`config.mk`:
```
export PLATFORM = sky130hd
export DESIGN_NAME = uart_tx_break_collision
export DESIGN_NICKNAME = d
export VERILOG_FILES = /design/src/design/uart_tx_break_collision_pkg.sv /design/src/design/uart_tx_break_collision.sv
export SDC_FILE = /design/constraint.sdc
export NUM_CORES = 1
export LEC_CHECK = 0
export ABC_AREA = 1
export BUFFER_PORTS_ARGS = -buffer_cell sky130_fd_sc_hd__buf_2
export CAP_MARGIN = 5
export CORE_MARGIN = 10
export CORE_UTILIZATION = 54
export CTS_CLUSTER_DIAMETER = 60
export DETAILED_ROUTE_END_ITERATION = 10
export PLACE_DENSITY = 0.73
export RECOVER_POWER = 100
export SETUP_SLACK_MARGIN = 0.3
export SLEW_MARGIN = 25
export SYNTH_ARGS = -nofsm -noshare
export SYNTH_HDL_FRONTEND = slang
export SYNTH_SLANG_ARGS = --single-unit
export TNS_END_PERCENT = 1
```
`constraint.sdc`:
```
create_clock -name i_core_clk -period 2.45 [get_ports i_core_clk]
set_input_delay 0.3675 -clock i_core_clk [delete_from_list [all_inputs] [get_ports i_core_clk]]
set_output_delay 0.3675 -clock i_core_clk [all_outputs]
set_load 0.05 [all_outputs]
```
`src/design/uart_tx_break_collision_pkg.sv`:
```
package uart_tx_break_collision_pkg;

  ////////////////////////////////////////////////////////////////////////////////
  // timing constants
  localparam int unsigned RT_PER_BIT = 16;
  localparam logic [3:0] RT_LAST_PHASE = 4'hF;
  localparam logic [3:0] TX_XFER_PHASE = 4'h9;
  localparam logic [3:0] SAMPLE_PHASE = 4'h8;
  localparam logic [3:0] FRAME_LEN_EIGHT = 4'hA;
  localparam logic [3:0] FRAME_LEN_NINE = 4'hB;
  localparam logic [3:0] MARK_LEN = 4'h1;
  localparam logic [3:0] ZERO_RUN_MAX = 4'hF;

  ////////////////////////////////////////////////////////////////////////////////
  // reset values
  localparam logic [12:0] BAUD_DIV_RST = 13'h0000;
  localparam logic [10:0] SHIFT_RST = 11'h07FF;
  localparam logic [8:0] RX_DATA_RST = 9'h000;

  ////////////////////////////////////////////////////////////////////////////////
  // types
  localparam logic [1:0] BERR_MODE_A = 2'h1;
  localparam logic [1:0] BERR_MODE_B = 2'h2;

  typedef enum logic [2:0] {
    TX_IDLE = 3'b000,
    TX_DATA = 3'b001,
    TX_IDLE_CHAR = 3'b010,
    TX_BREAK = 3'b011,
    TX_MARK = 3'b100
  } tx_kind_e;

  typedef enum logic [1:0] {
    RX_HUNT = 2'b00,
    RX_FRAME = 2'b01,
    RX_LOW_WAIT = 2'b10
  } rx_state_e;

  typedef struct packed {
    logic char_nine;
    logic parity_en;
    logic parity_odd;
    logic tx_enable_bit;
    logic send_break_bit;
    logic tx_irq_enable;
    logic break_detect_enable;
    logic [1:0] bit_error_mode;
    logic tx_polarity;
    logic rx_polarity;
  } cfg_s;

  typedef struct packed {
    logic [8:0] data;
    logic rx_buffer_full_flag;
    logic framing_error_flag;
    logic parity_error_flag;
    logic break_detected_flag;
    logic rx_active_flag;
  } rx_status_s;

endpackage : uart_tx_break_collision_pkg

```
`src/design/uart_tx_break_collision.sv`:
```
`timescale 1ns/10ps
// Notes on behaviour
// - 8 or 9 bit characters, ninth from register
// - start 0 low, stop 1 high
// - buffer empty on transfer, raises irq
// - back-to-back transfer 9/16 into stop
// - empty flag resets set; write clears
// - zero divisor stops; high needs low write
// - enable rise sends 10/11 ones preamble
// - parity replaces character msb when enabled
// - line idles at logic one
// - enable cleared mid-frame finishes frame
// - enable toggle mid-frame queues idle character
// - break zeros repeat; then at least one
// - break is 10/11 consecutive received zeros
// - no detect: framing, full, data cleared
// - detect mode: only break flag set
// - mid-character break: partial byte, then flag
// - mode 01/10 compares tx and rx bits
// - mismatch aborts, flags set, blocks transmission
// - detection disabled holds bit error clear
// - one bit per sixteen divider ticks
module uart_tx_break_collision (
  input wire logic i_core_clk,
  input wire logic i_rst_b,
  input wire uart_tx_break_collision_pkg::cfg_s i_cfg,
  input wire logic i_baud_high_wr,
  input wire logic [4:0] i_baud_high,
  input wire logic i_baud_low_wr,
  input wire logic [7:0] i_baud_low,
  input wire logic i_data_wr,
  input wire logic [7:0] i_data_low,
  input wire logic i_tx_ninth_bit,
  input wire logic i_bit_error_clr,
  input wire logic i_rx_flags_clr,
  input wire logic i_rxd,
  output logic o_txd,
  output logic o_txd_oe,
  output logic o_tx_buffer_empty_flag,
  output logic o_tx_complete_flag,
  output logic o_tx_irq,
  output logic o_bit_error_flag,
  output uart_tx_break_collision_pkg::rx_status_s o_rx_status
);
  import uart_tx_break_collision_pkg::*;

  function automatic logic [3:0] frame_len(input logic nine);
    frame_len = nine ? FRAME_LEN_NINE : FRAME_LEN_EIGHT;
  endfunction : frame_len

  function automatic logic [10:0] build_frame(input logic [7:0] lo, input logic b8, input cfg_s c);
    logic [8:0] d;
    d = {b8, lo};
    if (c.char_nine)
    begin
      if (c.parity_en)
        d[8] = (^lo) ^ c.parity_odd;
      build_frame = {1'b1, d, 1'b0};
    end
    else
    begin
      if (c.parity_en)
        d[7] = (^lo[6:0]) ^ c.parity_odd;
      build_frame = {2'b11, d[7:0], 1'b0};
    end
  endfunction : build_frame

  ////////////////////////////////////////////////////////////////////////////////
  // baud generator
  logic [4:0] baud_high_pend_r;
  logic [12:0] baud_div_r;
  logic [12:0] baud_cnt_r;
  logic rt_tick_r;

  always_ff @(posedge i_core_clk or negedge i_rst_b)
  begin
    if (!i_rst_b)
    begin
      baud_high_pend_r <= 5'h00;
      baud_div_r <= BAUD_DIV_RST;
    end
    else
    begin
      if (i_baud_high_wr)
        baud_high_pend_r <= i_baud_high;
      // high half alone does nothing until the low half lands
      if (i_baud_low_wr)
        baud_div_r <= {i_baud_high_wr ? i_baud_high : baud_high_pend_r, i_baud_low};
    end
  end

  always_ff @(posedge i_core_clk or negedge i_rst_b)
  begin
    if (!i_rst_b)
    begin
      baud_cnt_r <= BAUD_DIV_RST;
      rt_tick_r <= 1'b0;
    end
    else if (baud_div_r == BAUD_DIV_RST)
    begin
      baud_cnt_r <= BAUD_DIV_RST;
      rt_tick_r <= 1'b0;
    end
    else if (baud_cnt_r >= baud_div_r - 13'h0001)
    begin
      baud_cnt_r <= BAUD_DIV_RST;
      rt_tick_r <= 1'b1;
    end
    else
    begin
      baud_cnt_r <= baud_cnt_r + 13'h0001;
      rt_tick_r <= 1'b0;
    end
  end

  ////////////////////////////////////////////////////////////////////////////////
  // receive line synchroniser
  logic rx_s1_r;
  logic rx_s2_r;
  logic rx_s3_r;
  logic rx_stable_r;
  logic rx_level;

  always_ff @(posedge i_core_clk or negedge i_rst_b)
  begin
    if (!i_rst_b)
    begin
      rx_s1_r <= 1'b1;
      rx_s2_r <= 1'b1;
      rx_s3_r <= 1'b1;
      rx_stable_r <= 1'b1;
    end
    else
    begin
      rx_s1_r <= i_rxd;
      rx_s2_r <= rx_s1_r;
      rx_s3_r <= rx_s2_r;
      if (rx_s2_r == rx_s3_r)
        rx_stable_r <= rx_s3_r;
    end
  end

  assign rx_level = rx_stable_r ^ i_cfg.rx_polarity;

  ////////////////////////////////////////////////////////////////////////////////
  // transmitter
  tx_kind_e tx_kind_r;
  logic [10:0] shift_r;
  logic [3:0] bits_left_r;
  logic [3:0] tx_phase_r;
  logic [7:0] buf_low_r;
  logic buf_ninth_r;
  logic [10:0] next_frame_r;
  logic next_valid_r;
  logic idle_pend_r;
  logic te_prev_r;
  logic tx_buffer_empty_flag_r;
  logic tc_r;
  logic berr_r;
  logic berr_en;
  logic tx_active;
  logic bit_end;
  logic mismatch;

  assign berr_en = (i_cfg.bit_error_mode == BERR_MODE_A) || (i_cfg.bit_error_mode == BERR_MODE_B);
  assign tx_active = (tx_kind_r != TX_IDLE);
  assign bit_end = rt_tick_r && (tx_phase_r == RT_LAST_PHASE);
  // compare at the mid-bit sample point, only while shifting
  assign mismatch = berr_en && tx_active && rt_tick_r && (tx_phase_r == SAMPLE_PHASE)
                    && (rx_level != shift_r[0]);

  always_ff @(posedge i_core_clk or negedge i_rst_b)
  begin
    if (!i_rst_b)
    begin
      buf_low_r <= 8'h00;
      buf_ninth_r <= 1'b0;
    end
    else if (i_data_wr)
    begin
      buf_low_r <= i_data_low;
      buf_ninth_r <= i_tx_ninth_bit;
    end
  end

  always_ff @(posedge i_core_clk or negedge i_rst_b)
  begin
    if (!i_rst_b)
      te_prev_r <= 1'b0;
    else
      te_prev_r <= i_cfg.tx_enable_bit;
  end

  always_ff @(posedge i_core_clk or negedge i_rst_b)
  begin
    if (!i_rst_b)
    begin
      tx_kind_r <= TX_IDLE;
      shift_r <= SHIFT_RST;
      bits_left_r <= 4'h0;
      tx_phase_r <= 4'h0;
      next_frame_r <= SHIFT_RST;
      next_valid_r <= 1'b0;
      idle_pend_r <= 1'b0;
      tx_buffer_empty_flag_r <= 1'b1;
      tc_r <= 1'b1;
      berr_r <= 1'b0;
    end
    else
    begin
      if (i_data_wr)
        tx_buffer_empty_flag_r <= 1'b0;
      if (i_cfg.tx_enable_bit && !te_prev_r)
        idle_pend_r <= 1'b1;
      if (rt_tick_r && tx_active)
        tx_phase_r <= tx_phase_r + 4'h1;
      // stage the next frame 9/16 into the current stop bit
      if (rt_tick_r && tx_kind_r == TX_DATA && bits_left_r == 4'h1 && tx_phase_r == TX_XFER_PHASE - 4'h1
          && !tx_buffer_empty_flag_r && !i_data_wr && !next_valid_r && i_cfg.tx_enable_bit && !berr_r)
      begin
        next_frame_r <= build_frame(buf_low_r, buf_ninth_r, i_cfg);
        next_valid_r <= 1'b1;
        tx_buffer_empty_flag_r <= 1'b1;
      end
      if (mismatch && !berr_r)
      begin
        tx_kind_r <= TX_IDLE; // line falls back to recessive
        shift_r <= SHIFT_RST;
        next_valid_r <= 1'b0;
        idle_pend_r <= 1'b0;
        tx_buffer_empty_flag_r <= 1'b1;
        tc_r <= 1'b1;
        berr_r <= 1'b1;
      end
      else if (bit_end && bits_left_r > 4'h1)
      begin
        shift_r <= {1'b1, shift_r[10:1]};
        bits_left_r <= bits_left_r - 4'h1;
      end
      else if ((bit_end || (!tx_active && rt_tick_r)) && !berr_r)
      begin
        tx_phase_r <= 4'h0;
        if (!i_cfg.tx_enable_bit)
        begin
          tx_kind_r <= TX_IDLE;
          shift_r <= SHIFT_RST;
          tc_r <= 1'b1;
        end
        else if (i_cfg.send_break_bit)
        begin
          tx_kind_r <= TX_BREAK;
          shift_r <= 11'h000;
          bits_left_r <= frame_len(i_cfg.char_nine);
          tc_r <= 1'b0;
        end
        else if (tx_kind_r == TX_BREAK)
        begin
          tx_kind_r <= TX_MARK;
          shift_r <= SHIFT_RST;
          bits_left_r <= MARK_LEN;
        end
        else if (idle_pend_r)
        begin
          tx_kind_r <= TX_IDLE_CHAR;
          shift_r <= SHIFT_RST;
          bits_left_r <= frame_len(i_cfg.char_nine);
          idle_pend_r <= (i_cfg.tx_enable_bit && !te_prev_r);
          tc_r <= 1'b0;
        end
        else if (next_valid_r)
        begin
          tx_kind_r <= TX_DATA;
          shift_r <= next_frame_r;
          bits_left_r <= frame_len(i_cfg.char_nine);
          next_valid_r <= 1'b0;
          tc_r <= 1'b0;
        end
        else if (!tx_buffer_empty_flag_r && !i_data_wr)
        begin
          tx_kind_r <= TX_DATA;
          shift_r <= build_frame(buf_low_r, buf_ninth_r, i_cfg);
          bits_left_r <= frame_len(i_cfg.char_nine);
          tx_buffer_empty_flag_r <= 1'b1;
          tc_r <= 1'b0;
        end
        else
        begin
          tx_kind_r <= TX_IDLE;
          shift_r <= SHIFT_RST;
          tc_r <= 1'b1;
        end
      end
      // hardware set beats a software clear in the same cycle
      if (!berr_en)
        berr_r <= 1'b0;
      else if (i_bit_error_clr && !(mismatch && !berr_r))
        berr_r <= 1'b0;
    end
  end

  always_ff @(posedge i_core_clk or negedge i_rst_b)
  begin
    if (!i_rst_b)
    begin
      o_txd <= 1'b1;
      o_txd_oe <= 1'b0;
      o_tx_buffer_empty_flag <= 1'b1;
      o_tx_complete_flag <= 1'b1;
      o_tx_irq <= 1'b0;
      o_bit_error_flag <= 1'b0;
    end
    else
    begin
      o_txd <= (tx_active ? shift_r[0] : 1'b1) ^ i_cfg.tx_polarity;
      o_txd_oe <= i_cfg.tx_enable_bit || tx_active;
      o_tx_buffer_empty_flag <= tx_buffer_empty_flag_r;
      o_tx_complete_flag <= tc_r;
      o_tx_irq <= tx_buffer_empty_flag_r && i_cfg.tx_irq_enable;
      o_bit_error_flag <= berr_r;
    end
  end

  ////////////////////////////////////////////////////////////////////////////////
  // receiver: framing and break recognition
  rx_state_e rx_state_r;
  logic [3:0] rx_phase_r;
  logic [3:0] rx_bit_r;
  logic [3:0] zero_run_r;
  logic [8:0] rx_sh_r;
  logic brk_done_r;
  logic rx_sample;
  logic [3:0] zero_run_nxt;
  logic [8:0] rx_word;
  logic rx_par_err;

  assign rx_sample = rt_tick_r && (rx_phase_r == SAMPLE_PHASE);
  assign zero_run_nxt = rx_level ? 4'h0 : ((zero_run_r == ZERO_RUN_MAX) ? zero_run_r : zero_run_r + 4'h1);
  assign rx_word = i_cfg.char_nine ? rx_sh_r : {1'b0, rx_sh_r[8:1]};
  assign rx_par_err = i_cfg.parity_en &&
                      (((i_cfg.char_nine ? ^rx_word : ^rx_word[7:0])) != i_cfg.parity_odd);

  always_ff @(posedge i_core_clk or negedge i_rst_b)
  begin
    if (!i_rst_b)
    begin
      rx_state_r <= RX_HUNT;
      rx_phase_r <= 4'h0;
      rx_bit_r <= 4'h0;
      zero_run_r <= 4'h0;
      rx_sh_r <= RX_DATA_RST;
      brk_done_r <= 1'b0;
      o_rx_status <= '0;
    end
    else
    begin
      if (i_rx_flags_clr)
      begin
        o_rx_status.rx_buffer_full_flag <= 1'b0;
        o_rx_status.framing_error_flag <= 1'b0;
        o_rx_status.parity_error_flag <= 1'b0;
        o_rx_status.break_detected_flag <= 1'b0;
      end
      o_rx_status.rx_active_flag <= (rx_state_r != RX_HUNT);
      if (rt_tick_r && rx_state_r != RX_HUNT)
        rx_phase_r <= rx_phase_r + 4'h1;
      case (rx_state_r)
        RX_HUNT:
        begin
          if (rt_tick_r && !rx_level)
          begin
            rx_state_r <= RX_FRAME;
            rx_phase_r <= 4'h0;
            rx_bit_r <= 4'h0;
            zero_run_r <= 4'h0;
          end
        end
        RX_FRAME:
        begin
          if (rx_sample)
          begin
            zero_run_r <= zero_run_nxt;
            rx_bit_r <= rx_bit_r + 4'h1;
            if (rx_bit_r == 4'h0 && rx_level)
              rx_state_r <= RX_HUNT;
            else if (rx_bit_r < frame_len(i_cfg.char_nine) - 4'h1)
            begin
              if (rx_bit_r != 4'h0)
                rx_sh_r <= {rx_level, rx_sh_r[8:1]};
            end
            else if (rx_level)
            begin
              o_rx_status.data <= rx_word;
              o_rx_status.rx_buffer_full_flag <= 1'b1;
              o_rx_status.parity_error_flag <= rx_par_err;
              rx_state_r <= RX_HUNT;
            end
            else if (zero_run_nxt >= frame_len(i_cfg.char_nine))
            begin
              rx_state_r <= RX_LOW_WAIT;
              brk_done_r <= 1'b1;
              if (i_cfg.break_detect_enable)
                o_rx_status.break_detected_flag <= 1'b1;
              else
              begin
                o_rx_status.data <= RX_DATA_RST;
                o_rx_status.rx_buffer_full_flag <= 1'b1;
                o_rx_status.framing_error_flag <= 1'b1;
              end
            end
            else
            begin
              // stop bit missing: partial character still delivered
              o_rx_status.data <= rx_word;
              o_rx_status.rx_buffer_full_flag <= 1'b1;
              o_rx_status.framing_error_flag <= 1'b1;
              o_rx_status.parity_error_flag <= rx_par_err;
              rx_state_r <= RX_LOW_WAIT;
              brk_done_r <= 1'b0;
            end
          end
        end
        RX_LOW_WAIT:
        begin
          // keep counting low bit times so a late break is still seen
          if (rx_sample)
          begin
            zero_run_r <= zero_run_nxt;
            if (rx_level)
              rx_state_r <= RX_HUNT;
            else if (!brk_done_r && zero_run_nxt >= frame_len(i_cfg.char_nine))
            begin
              brk_done_r <= 1'b1;
              if (i_cfg.break_detect_enable)
                o_rx_status.break_detected_flag <= 1'b1;
            end
          end
        end
        default:
        begin
          rx_state_r <= RX_HUNT;
        end
      endcase
    end
  end

endmodule : uart_tx_break_collision

```
Word-level counts from Yosys, hierarchy flattened
Index checks and enable logic that the tools add are counted.
{ "totals": {"regBits": 128, "input_bits": 41} }
{ "classes": {"addsub": 8, "order_cmp": 4, "eq_ne": 29, "mux": 127, "bitwise_logic": 7, "n_reduce_logical": 68} }
{ "ops": {"columns": ["operator", "count"], "rows": [
  ["2-to-1 mux 11 bit", 11],
  ["2-to-1 mux 4 bit", 24],
  ["2-to-1 mux 1 bit", 66],
  ["logical AND 1 bit", 28],
  ["2-to-1 mux 13 bit", 2],
  ["2-to-1 mux 3 bit", 7],
  ["2-to-1 mux 10 bit", 2],
  ["inequality test 2 bit (second input constant)", 9],
  ["adder 4 x 1 -> 4 bit (second input constant)", 4],
  ["equality test 4 bit (second input constant)", 4],
  ["2-to-1 mux 2 bit", 8],
  ["one-hot mux 4 bit (2 select lines)", 2],
  ["parity 8 bit", 2],
  ["AND reduction 5 bit", 3],
  ["nonzero test 2 bit", 7],
  ["adder 13 x 1 -> 13 bit (second input constant)", 1],
  [">= comparator 13 bit", 1],
  ["logical NOT 13 bit", 1],
  ["subtractor 13 x 1 -> 13 bit (second input constant)", 1],
  ["logical NOT 1 bit", 9],
  ["2-to-1 mux 9 bit", 1],
  ["AND reduction 3 bit", 3],
  ["parity 9 bit", 1],
  ["AND reduction 8 bit", 1],
  ["other kinds (30)", 45]
]} }

Logic depth before layout (Yosys ltp)
Gate-level depths: netlist of run 1.
{ "depth": {"word_depth": 19, "depth_mapped": 15, "depth_no_buf": 15} }

Worst setup path after synthesis of run 1
Ideal clock, no wire load.
{ "synth_path": {"kind": "reg-to-reg", "from": "reg baud_div_r[2]", "to": "reg baud_cnt_r[0]", "arrival_ns": 2.221, "slack_ns": 0.109, "stages_incl_launch_ff": 15, "path_cell_list": "dfrtp_1 nor2_1 nand3_1 nor3_1 nand3_1 nor3_1 xor2_1 inv_1 ha_1 nand4_1 nor2_1 nand4_1 nand4_1 buf_2 nor2_1"} }
{ "synth_between": {"elab_chain_len": 4, "word_cells_on_any_way": 5, "cone_classes": "1 x add/sub; 1 x order compare; 2 x mux; 1 x reduce/logical"} }
{ "synth_rtl": {"columns": ["element", "line_no", "source"], "rows": [
  ["start: declaration", "uart_tx_break_collision.sv:71", "logic [12:0] baud_div_r;"],
  ["start signal: assignment", "uart_tx_break_collision.sv:88", "baud_div_r <= {i_baud_high_wr ? i_baud_high : baud_high_pend_r, i_baud_low};"],
  ["subtractor 13 x 1 -> 13 bit", "uart_tx_break_collision.sv:104", "else if (baud_cnt_r >= baud_div_r - 13'h0001)"],
  [">= comparator 13 bit", "uart_tx_break_collision.sv:104", null],
  ["2-to-1 mux 13 bit", "uart_tx_break_collision.sv:104", null],
  ["2-to-1 mux 13 bit *", "uart_tx_break_collision.sv:99", "else if (baud_div_r == BAUD_DIV_RST)"],
  ["end signal: assignment", "uart_tx_break_collision.sv:111", "baud_cnt_r <= baud_cnt_r + 13'h0001;"],
  ["end: declaration", "uart_tx_break_collision.sv:72", "logic [12:0] baud_cnt_r;"]
]} }
Every way passes the cells marked *; elsewhere a longest branch is shown, timed or not.
A chain may end at the register's enable or synchronous reset.

Final worst setup path of run 1
{ "layout_path": {"from": "reg baud_div_r[0]", "to": "reg baud_cnt_r[2]"} }
The elaborated chain is that of the path after synthesis.

==> results of run 1 <==
[layout make-up]
| cell class | count | share of cell area, % |
|---|---|---|
| tap | 168 | 2.62 |
| multi-input combinational | 542 | 38.5 |
| clock buffer | 27 | 6.65 |
| sequential | 127 | 40.1 |
| inverter | 117 | 5.52 |
| timing repair buffer | 76 | 5.60 |
| clock inverter | 5 | 0.936 |
[cells in the final DEF (no fill, tap or decap), types with 33 or more instances in the layout]
master	n
a21oi_1	41
buf_2	58
dfrtp_1	95
inv_1	110
nand2_1	162
nand3_1	33
nor2_1	55
o21ai_0	71
[sequential cells by signal, summed over array words and instances (netlist names), 2 cells and up]
register and count:
baud_cnt_r 13, baud_div_r 13, baud_high_pend_r 5, bits_left_r 4, buf_low_r 8, next_frame_r 10, o_rx_status 14, rx_bit_r 4
rx_phase_r 4, rx_sh_r 9, rx_state_r 2, shift_r 11, tx_kind_r 3, tx_phase_r 4, zero_run_r 4
[worst register-to-register path: stages (launching register included)]
cell     delay [ns]
dfrtp_1        0.38
inv_2          0.11
ha_4           0.15
nand4_1        0.16
buf_4          0.19
xor2_1         0.14
ha_1           0.30
a21oi_1        0.14
o21ai_1        0.08
a21oi_1        0.13
o21ai_1        0.07
nand3_1        0.09
nand4_1        0.13
buf_12         0.18
nor2_1         0.09
[worst max-delay path by stage]
stage / from / end / slack, ns / depth (start not counted)
after detailed placement: baud_div_r[2]$_DFFE_PN0P_ / baud_cnt_r[4]$_DFF_PN0_ / -0.03 / 14
after global placement: baud_div_r[0]$_DFFE_PN0P_ / baud_cnt_r[12]$_DFF_PN0_ / 0.05 / 14
after global routing: baud_div_r[0]$_DFFE_PN0P_ / baud_cnt_r[2]$_DFF_PN0_ / -0.22 / 14
after CTS: baud_div_r[0]$_DFFE_PN0P_ / baud_cnt_r[0]$_DFF_PN0_ / 0.03 / 14
after floorplan: baud_div_r[0]$_DFFE_PN0P_ / baud_cnt_r[0]$_DFF_PN0_ / 0.17 / 14
final: baud_div_r[0]$_DFFE_PN0P_ / baud_cnt_r[2]$_DFF_PN0_ / 0.04 / 14
[cell families (layout without fill, tap and decap cells)]
logic type	count (synthesis)	in the layout	synth area share [%]
xor+xnor	35	35	4.68
simple gates	312	312	19.9
compound gates	155	155	12.4
mux	10	10	1.68
flops	127	127	47.9
fa+ha+maj	30	30	5.56
buf+inv	134	225	7.85
[where the power goes]
part           total, mW  leakage (nW)  switching, mW  internal [mW]
clock network       2.55         0.303          0.866           1.68
registers           2.51          1.51          0.194           2.32
logic               1.29          2.13          0.819          0.473
[metrics by stage]
stage / utilization [%] / area [sq um] / worst slack [ns] / TNS, ns
2_1_floorplan: - / 6740 / 0.170 / 0
3_3_place_gp: 60.1 / 7280 / 0.0455 / 0
3_5_place_dp: 60.1 / 7280 / -0.0313 / -0.286
4_1_cts: 65.4 / 7930 / 0.0254 / 0
5_1_grt: 66.2 / 8020 / -0.219 / -2.75
6_report: 66.2 / 8020 / 0.0377 / 0
[repair_timing]
item,in CTS,in global routing
hold endpoints to repair,33,0
resized for setup,3,28
endpoints found under the setup margin,19,47
pin swaps,3,0
hold buffers,1,0
buffers inserted,2,0
[metal layers]
metal | part of all wire, % | vias up | GRT usage (%)
met1 | 45 | 2676 | 21.8
met3 | 4.3 | 22 | 4.15
met5 | 0 | - | 0
met2 | 49 | 114 | 29.1
li1 | - | 2773 | -
met4 | 1.6 | 0 | 6.98
==> impl_metrics.json, run 1 <==
{
  "status": "complete, no violations",
  "ys_ff_latch": 127,
  "max-slew-margin-rel_pct": 60.1,
  "cpMaxStageDelayCell": "dfrtp_1",
  "port_buffers": 60,
  "drcViolationCount": 0,
  "synth_top_area_share_pct": 36.2,
  "cts.sinks": 127,
  "drt_iter0_markers": 480,
  "grt_setup_unrepaired": "yes",
  "synth_edf_count": 0,
  "die_h_microns": 131,
  "cts_buffers": 17,
  "hold_depth": 1,
  "p_per_area_mw_per_mm2": 792,
  "grt_pass1_wl_microns": 25800,
  "vias_per_cell": 5.26,
  "syn_to_final_growth_pct": 19.5,
  "r2r_cells": 14,
  "hold_slack_ns": 0.0485,
  "setup_viol": 0,
  "synth_area_sq_mm": 0.00671,
  "core_sq_mm": 0.0121,
  "r2r-start": "baud_div_r[0]$_DFFE_PN0P_",
  "finClkSkew_ns": 0.00924,
  "die-area_sq_mm": 0.0173,
  "fin_cells": 1062,
  "gr-total-overflow": 0,
  "synth_common_cells": "167 x nand2_1, 113 x inv_1, 97 x dfrtp_1, 74 x o21ai_0, 61 x nor2_1",
  "num_rows": 40,
  "nets": 951,
  "multiInputGateArea_sq_mm": 0.00309,
  "cp_max_fo": 11,
  "p_leak_nw": 3.95,
  "clkTransAtPathRegs_ns": 0.05,
  "yosysSeqAreaShare_pct": 47.9,
  "critical-path-top-delay-family": "buffers and inverters",
  "synthDistinctLibCells": 43,
  "cp.arrival_ns": 2.76,
  "start_util_pct": 55.4,
  "start_kind": "flop",
  "finalWorstPathRequiredPeriod_ns": 2.41,
  "route.vias.total": 5585,
  "clockRootBuffer": "clkbuf_16",
  "ir_drop_v": 0.000423,
  "async_flop_share_pct": 100,
  "htreeDepth": 4,
  "reg2reg_slack_ns": 0.04,
  "synth_top_area_cell": "dfrtp_1",
  "syn-num-nets": 873,
  "crit_buf_inv": 3,
  "antenna_found_initial": 0,
  "cts_tree": "done",
  "slowest_delay_ns": 0.38,
  "ios": 61,
  "max_freq_mhz": 415,
  "die_x_microns": 131,
  "cts_buffer_depth": 2,
  "seqCellArea_sq_mm": 0.00322,
  "fin_total_pwr_mw": 6.35,
  "whs_endpoint": "rx_s1_r$_DFF_PN1_",
  "drtAntennaViolNets": 0,
  "yosys-top-cells-area": "dfrtp_1 36%, dfstp_2 12%, nand2_1 9.3%, inv_1 6.3%, o21ai_0 5.5%",
  "ys.flop_type": "dfrtp_1",
  "min-delay-start": "i_rxd",
  "hold_viol": 0,
  "netlist_instances": 803,
  "worstSetupPathType": "reg2reg",
  "synth.most_common_cell": "nand2_1",
  "gr-usage-all-layers_pct": 17.6,
  "syn_area_per_cell_sq_um": 8.36,
  "cp_cell_sequence": "inv_2, ha_4, nand4_1, buf_4, xor2_1, ha_1, a21oi_1, o21ai_1, a21oi_1, o21ai_1, nand3_1, nand4_1, buf_12, nor2_1",
  "grt_max_degree": 49,
  "wl_microns": 15000,
  "slew_viol_final": 0,
  "r2r_end": "baud_cnt_r[2]$_DFF_PN0_",
  "hp-class": "in2reg",
  "antenna_cells": 0,
  "cap_violations": 0,
  "finalWeightedCongestion": 0.850,
  "cp.required_ns": 2.79,
  "n_fill_cell": 988,
  "worstSetupEndpointType": "flop",
  "dp_cells": 1027,
  "detailed_place_hpwl_microns": 11000,
  "period_share_pct": 98.5,
  "post_drt_wl_per_cell_microns": 14.1,
  "insertion_delay_ns": 0.42,
  "synth_warnings": 0,
  "worst_slew_pin_slew_ns": 0.599,
  "grt_pass1_vias": 5654,
  "first_pass_iters": 5,
  "drive_gt1_share_pct": 21.1
}
Note: power is estimated with default switching activity, not from simulation.
==> inputs of run 2 (changes only) <==
--- a/config.mk
+++ b/config.mk
@@ -7,3 +7,2 @@
 export LEC_CHECK = 0
-export ABC_AREA = 1
 export BUFFER_PORTS_ARGS = -buffer_cell sky130_fd_sc_hd__buf_2
@@ -11,6 +10,6 @@
 export CORE_MARGIN = 10
-export CORE_UTILIZATION = 54
+export CORE_UTILIZATION = 35
 export CTS_CLUSTER_DIAMETER = 60
 export DETAILED_ROUTE_END_ITERATION = 10
-export PLACE_DENSITY = 0.73
+export PLACE_DENSITY = 0.5
 export RECOVER_POWER = 100
==> constraint.sdc (replaced) <==
create_clock -name i_core_clk -period 2.45 [get_ports i_core_clk]
set_input_delay 0.245 -clock i_core_clk [delete_from_list [all_inputs] [get_ports i_core_clk]]
set_output_delay 0.245 -clock i_core_clk [all_outputs]
set_load 0.05 [all_outputs]
==> run 2 against run 1 <==
Net effect: the run now ends with setup timing left; non-clock buffer count increased by 27; cell area is 4.8% higher; first-iteration DRC count is 44% lower; utilization decreased by 23 points; setup slack got worse by 0.41 ns; sequential cell count is the same; synthesized cell count down 20%; combinational power up 10%; fmax is 15% lower; die area up 49%; via count down 7.8%; highest routed layer unchanged.
==> impl_metrics.json, run 2 <==
{
  "placed_cell_area_sq_mm": 0.00780,
  "ys_ff_latch": 127,
  "max_freq_mhz": 354,
  "start_kind": "flop",
  "max-slew-margin-rel_pct": 23.6,
  "p_comb_share_pct": 22.3,
  "grt_pass1_wl_microns": 26800,
  "p_per_area_mw_per_mm2": 756,
  "synthDistinctLibCells": 70,
  "core_sq_mm": 0.0195,
  "clockRootBuffer": "clkbuf_16",
  "first_pass_iters": 4,
  "largest_register": "o_rx_status",
  "cp_max_fo": 7,
  "cp_cell_sequence": "or4_4, or2_4, o31a_2, nor2_4, ha_4, nand2_1, nor4_1, a211oi_2, or2b_4, nor3_1",
  "setup_viol": 15,
  "synthMuxAreaShare_pct": 8.54,
  "num_rows": 51,
  "violations": "setup timing",
  "use_met3_pct": 3.78,
  "grt_pass1_vias": 5315,
  "synth_top_family_by_area": "compound AO/OA/AOI/OAI gates",
  "synth_common_cells": "97 x dfrtp_1, 54 x nand2_1, 49 x nor2_1, 41 x mux2_2",
  "drtAntennaViolNets": 0,
  "worstSetupEndpointType": "flop",
  "crit_buf_inv": 0,
  "grt_setup_unrepaired": "yes",
  "gr-usage-all-layers_pct": 12.5,
  "detailed_place_hpwl_microns": 11400,
  "n_fill_cell": 1888,
  "finClkSkew_ns": 0.00759,
  "netlist_instances": 644,
  "yosys.area_share.simple_pct": 15.1,
  "final_cell_mix": "96 x dfrtp_1, 52 x nand2_1, 48 x nor2_1, 40 x mux2_2, 38 x buf_2",
  "final_core_util_pct": 43.2,
  "hold_slack_ns": 0.0384,
  "fin_setup_tns_ns": -4.55,
  "gr-total-overflow": 0,
  "syn-num-nets": 714,
  "drcViolationCount": 0,
  "worst_slew_pin_slew_ns": 1.15,
  "postCtsSetupBuffers": 0,
  "syn_to_final_growth_pct": 21.3,
  "drive_gt1_share_pct": 30.3,
  "port_buffers": 60,
  "design_area_sq_mm": 0.00841,
  "worstSetupPathType": "reg2reg",
  "ios": 61,
  "yosys-top-cells-area": "dfrtp_1 35%, dfstp_2 11%, mux2_2 6.7%, ha_1 5.2%, xnor2_1 4.2%",
  "power_frac_clock_pct": 36.7,
  "p_sw_mw": 1.91,
  "cp.required_ns": 2.79,
  "cts.sinks": 127,
  "slowest_delay_ns": 0.53,
  "die-area_sq_mm": 0.0258,
  "nets": 813,
  "cpMaxStageDelayCell": "or4_4",
  "gr-usage-met1_pct": 14.8,
  "clkTransAtPathRegs_ns": 0.06,
  "final_common_cell": "dfrtp_1",
  "insertion_delay_ns": 0.42,
  "largest_register_ffs": 14,
  "gr-usage-met2_pct": 21.5,
  "grt_max_degree": 47,
  "wl_microns": 16200,
  "htreeDepth": 4,
  "synth_warnings": 0,
  "hold_viol": 0,
  "slew_viol_final": 0,
  "synth_xor_area_share_pct": 6.14,
  "drt_iter0_markers": 270,
  "ir_drop_v": 0.000452,
  "layout_setup_ws_ns": -0.374,
  "post_drt_wl_per_cell_microns": 15.8,
  "hp-class": "in2reg",
  "p_seq_share_pct": 41.0,
  "top_regs": "o_rx_status x14, baud_cnt_r x13, baud_div_r x13",
  "antenna_found_initial": 0,
  "finalWorstPathRequiredPeriod_ns": 2.82,
  "syn_area_per_cell_sq_um": 10.8,
  "period_share_pct": 115,
  "synth_top_area_cell": "dfrtp_1",
  "cts_buffers": 17,
  "ys.flop_type": "dfrtp_1",
  "gr-max-usage-layer": "met2",
  "cts_tree": "done",
  "cts_buffer_depth": 2,
  "sw_frac_of_total_pct": 30.0,
  "vias_per_cell": 5.04,
  "status": "finished, violations left",
  "async_flop_share_pct": 100,
  "cap_violations": 0,
  "synth_edf_count": 0,
  "die_h_microns": 161,
  "synth.most_common_cell": "dfrtp_1",
  "finalWeightedCongestion": 0.844,
  "die_x_microns": 161,
  "synthAdderAreaFrac_pct": 5.38,
  "critical-path-top-delay-family": "simple AND/OR/NAND/NOR gates",
  "antenna_cells": 0,
  "route.vias.total": 5149,
  "start_util_pct": 35.6,
  "p_leak_nw": 3.61,
  "cp.arrival_ns": 3.17,
  "synth_top_area_share_pct": 35.0,
  "p_int_mw": 4.45,
  "synth_compound_area_share_pct": 15.2,
  "synth_area_sq_mm": 0.00693,
  "yosysSeqAreaShare_pct": 46.4
}
## run 2: cell count changes after synthesis, moves of 9 or more
cell	change
o2bb2ai_1	+9
inv_1	-88
o21ai_0	-49
nand2_1	-113
o21ai_1	-15
xor2_1	-14
nor3_2	+10
nand3_1	-21
a21oi_1	-9
xnor2_1	+26
mux2_2	+31
mux2i_1	+13
nand4_1	-9
nor2_1	-12
## run 2: power by group through the flow
stage | clock, mW | combinational, mW | sequential (mW)
2_1_floorplan | 0 | 0.927 | 2.64
5_1_grt | 2.50 | 1.60 | 2.64
3_5_place_dp | 0 | 1.41 | 2.64
3_3_place_gp | 0 | 1.36 | 2.63
6_report | 2.33 | 1.42 | 2.60
4_1_cts | 2.41 | 1.44 | 2.61
## run 2: kinds of logic (layout without fill, tap and decap cells)
| group | after synthesis | in the layout |
|---|---|---|
| AND/OR/NAND/NOR | 195 | 196 |
| AO/OA/AOI/OAI | 142 | 142 |
| flip-flops | 127 | 127 |
| multiplexers | 54 | 54 |
| buffers and inverters | 49 | 160 |
| XOR/XNOR | 47 | 47 |
| adder cells (fa/ha/maj) | 30 | 30 |
## run 2: path summary, 6_finish.rpt
kind	end	depth (start not counted)	from	slack (ns)
max in group asynchronous	baud_div_r[0]$_DFFE_PN0P_	3	i_rst_b	0.56
worst min register to register	rx_s2_r$_DFF_PN1_	0	rx_s1_r$_DFF_PN1_	0.37
worst max register to register	baud_cnt_r[2]$_DFF_PN0_	10	baud_div_r[6]$_DFFE_PN0P_	-0.37
worst min-delay path	baud_div_r[1]$_DFFE_PN0P_	3	i_baud_low[1]	0.04
min in group asynchronous	zero_run_r[1]$_DFFE_PN0P_	2	i_rst_b	0.60
worst max-delay path	baud_cnt_r[2]$_DFF_PN0_	10	baud_div_r[6]$_DFFE_PN0P_	-0.37
## run 2: through the flow
| step | power [mW] | std cells | setup slack [ns] |
|---|---|---|---|
| 3_3_place_gp | 3.99 | 985 | -0.443 |
| 4_1_cts | 6.45 | 1021 | -0.440 |
| 6_report | 6.35 | 1021 | -0.374 |
| 3_5_place_dp | 4.04 | 985 | -0.510 |
| 2_1_floorplan | 3.57 | 644 | -0.385 |
| 5_1_grt | 6.73 | 1021 | -0.457 |
## run 2: routing by layer
metal	vias up	wire, microns
met5	-	0
met4	0	174
li1	2524	-
met3	14	576
met2	62	8270
met1	2549	7150
## run 2: final cells by class
cell class              count  area, sq um  share of cell area, %
flip-flops and latches    127         3220                   38.3
well taps                 265          332                   3.94
repair buffers            103          591                   7.02
clock inverters             7         63.8                  0.759
multi-input cells         469         3630                   43.2
clock buffers              25          475                   5.66
inverters                  25         93.8                   1.12
## run 2: what timing repair did
item / CTS / global route
pin swaps: 21 / 26
endpoints found under the setup margin: 33 / 40
gates resized for setup: 24 / 35
gates cloned: 1 / 0
hold buffers: 3 / 0
hold endpoints to repair: 42 / 0
## run 2: tightest hold or removal path, cell delays in order
cell and delay, ns:
buf_2 0.07, nand2_1 0.04, o21ai_0 0.06
==> inputs of run 3 (changes only) <==
PLACE_DENSITY = 0.49   (was 0.5)
SETUP_SLACK_MARGIN = 0.05   (was 0.3)
clock period = 3 ns   (was 2.45 ns; I/O delays follow)
==> run 3 against run 2 <==
Net effect: the flow still finishes with violations (setup timing); via count shrank 1.2%; setup slack improved by 0.35 ns; first-iteration DRC count shrank 13%; largest cell class unchanged.
==> impl_metrics.json, run 3 (synthesis gave the netlist of run 2 again) <==
{
  "top_regs": "o_rx_status x14, baud_cnt_r x13, baud_div_r x13",
  "layout_setup_ws_ns": -0.0206,
  "setup_viol": 1,
  "detailed_place_hpwl_microns": 11100,
  "final_core_util_pct": 42.7,
  "status": "finished, violations left",
  "gr-total-overflow": 0,
  "die-area_sq_mm": 0.0258,
  "antenna_found_initial": 0,
  "finalWeightedCongestion": 0.774,
  "hold_viol": 0,
  "period_share_pct": 101,
  "post_drt_wl_per_cell_microns": 15.7,
  "syn_to_final_growth_pct": 19.9,
  "p_per_area_mw_per_mm2": 621,
  "clockRootBuffer": "clkbuf_16",
  "p_leak_nw": 3.65,
  "cp_max_fo": 7,
  "cpMaxStageDelayCell": "or4_4",
  "first_pass_iters": 4,
  "final_cell_mix": "97 x dfrtp_1, 58 x buf_2, 53 x nand2_1, 48 x nor2_1, 41 x mux2_2",
  "drt_iter0_markers": 236,
  "drcViolationCount": 0,
  "worstSetupPathType": "reg2reg",
  "critical-path-top-delay-family": "simple AND/OR/NAND/NOR gates",
  "die_x_microns": 161,
  "cp_cell_sequence": "inv_2, ha_4, nand2b_4, or4_4, o31a_2, nor2_1, ha_1, buf_4, a211oi_2, or2b_4, nor3b_2",
  "cp.arrival_ns": 3.36,
  "largest_register": "o_rx_status",
  "grt_max_degree": 57,
  "num_rows": 51,
  "reg2reg_slack_ns": -0.02,
  "ios": 61,
  "htreeDepth": 4,
  "grt_setup_unrepaired": "yes",
  "cp.depth": 11,
  "die_h_microns": 161,
  "largest_register_ffs": 14,
  "r2r_cells": 11,
  "grt_pass1_wl_microns": 26700,
  "vias_per_cell": 5.06,
  "final_common_cell": "dfrtp_1",
  "cp.required_ns": 3.34,
  "fin_setup_tns_ns": -0.0206,
  "ir_drop_v": 0.000358,
  "n_fill_cell": 1891,
  "violations": "setup timing",
  "gr-usage-all-layers_pct": 12.5,
  "clkTransAtPathRegs_ns": 0.05,
  "max-slew-margin-rel_pct": 30.8,
  "cts_buffers": 17,
  "worst_slew_pin_slew_ns": 1.04,
  "crit_buf_inv": 2,
  "nets": 797,
  "cts_buffer_depth": 2,
  "hp-class": "in2reg",
  "insertion_delay_ns": 0.42,
  "core_sq_mm": 0.0195,
  "cap_violations": 0,
  "start_util_pct": 35.6,
  "drive_gt1_share_pct": 31.9,
  "wl_microns": 15800,
  "cts.sinks": 127,
  "r2r-start": "baud_div_r[0]$_DFFE_PN0P_",
  "cts_tree": "done",
  "port_buffers": 60,
  "critPathLaunch": "baud_div_r[0]$_DFFE_PN0P_",
  "grt_pass1_vias": 5284,
  "finalWorstPathRequiredPeriod_ns": 3.02,
  "finClkSkew_ns": 0.0110,
  "crit_end": "baud_cnt_r[1]$_DFF_PN0_",
  "drtAntennaViolNets": 0,
  "route.vias.total": 5087,
  "start_kind": "flop",
  "worstSetupEndpointType": "flop",
  "max_freq_mhz": 331,
  "slowest_delay_ns": 0.58,
  "antenna_cells": 0,
  "dp_slack_ns": -0.0754,
  "r2r_end": "baud_cnt_r[1]$_DFF_PN0_",
  "slew_viol_final": 0
}
-- run 3: worst register-to-register path: stages, from the launching register on --
cell and delay, ns:
dfrtp_1 0.39, inv_2 0.09, ha_4 0.15, nand2b_4 0.05
or4_4 0.58, o31a_2 0.31, nor2_1 0.10, ha_1 0.26
buf_4 0.15, a211oi_2 0.30, or2b_4 0.37, nor3b_2 0.20
-- run 3: area by class of cell --
type	instances	area [sq um]	area share, %
Clock inverter	9	88.8	1.07
Tap cell	265	332	3.99
Inverter	25	93.8	1.13
Multi-Input combinational cell	469	3590	43.2
Sequential cell	127	3220	38.7
Timing Repair Buffer	87	529	6.37
Clock buffer	23	458	5.51
-- run 3: per-stage QoR --
stage | power [mW] | hold WS, ns | instances | cell area, sq um
5_1_grt | 5.48 | 0.0345 | 1005 | 8310
6_report | 5.16 | 0.0356 | 1005 | 8310
4_1_cts | 5.19 | 0.0207 | 995 | 8160
3_3_place_gp | 3.21 | 0.349 | 960 | 7570
3_5_place_dp | 3.24 | 0.350 | 960 | 7570
2_1_floorplan | 2.91 | 0.00441 | 644 | 6930
-- run 3: timing repair --
action	CTS	global route
resized for setup	3	17
hold endpoints to repair	43	0
setup endpoints to repair	13	13
hold buffers	2	0
gates cloned	1	0
pin swaps	0	14
buffers inserted	0	10
-- run 3: how the worst min path moves through the flow --
stage,cells after the start,from,to,slack (ns)
6_report,2,i_cfg[1],o_txd$_DFF_PN1_,0.04
5_1_grt,2,i_cfg[1],o_txd$_DFF_PN1_,0.03
4_1_cts,2,i_cfg[1],o_txd$_DFF_PN1_,0.02
3_5_place_dp,0,rx_s1_r$_DFF_PN1_,rx_s2_r$_DFF_PN1_,0.35
3_3_place_gp,0,rx_s1_r$_DFF_PN1_,rx_s2_r$_DFF_PN1_,0.35
2_1_floorplan,0,i_rst_b,baud_cnt_r[0]$_DFF_PN0_,0.004
-- run 3: power by group --
group | internal [mW] | switching (mW)
Sequential | 1.94 | 0.192
Combinational | 0.498 | 0.617
Clock | 1.16 | 0.756
Total | 3.59 | 1.57
-- run 3: routing by layer --
| metal | track usage (%) | wire (microns) | up-vias |
|---|---|---|---|
| met5 | 0 | 0 | - |
| met4 | 4.43 | 252 | 0 |
| met3 | 3.30 | 526 | 21 |
| met2 | 21.3 | 7920 | 66 |
| met1 | 15.0 | 7110 | 2525 |
| li1 | - | - | 2475 |
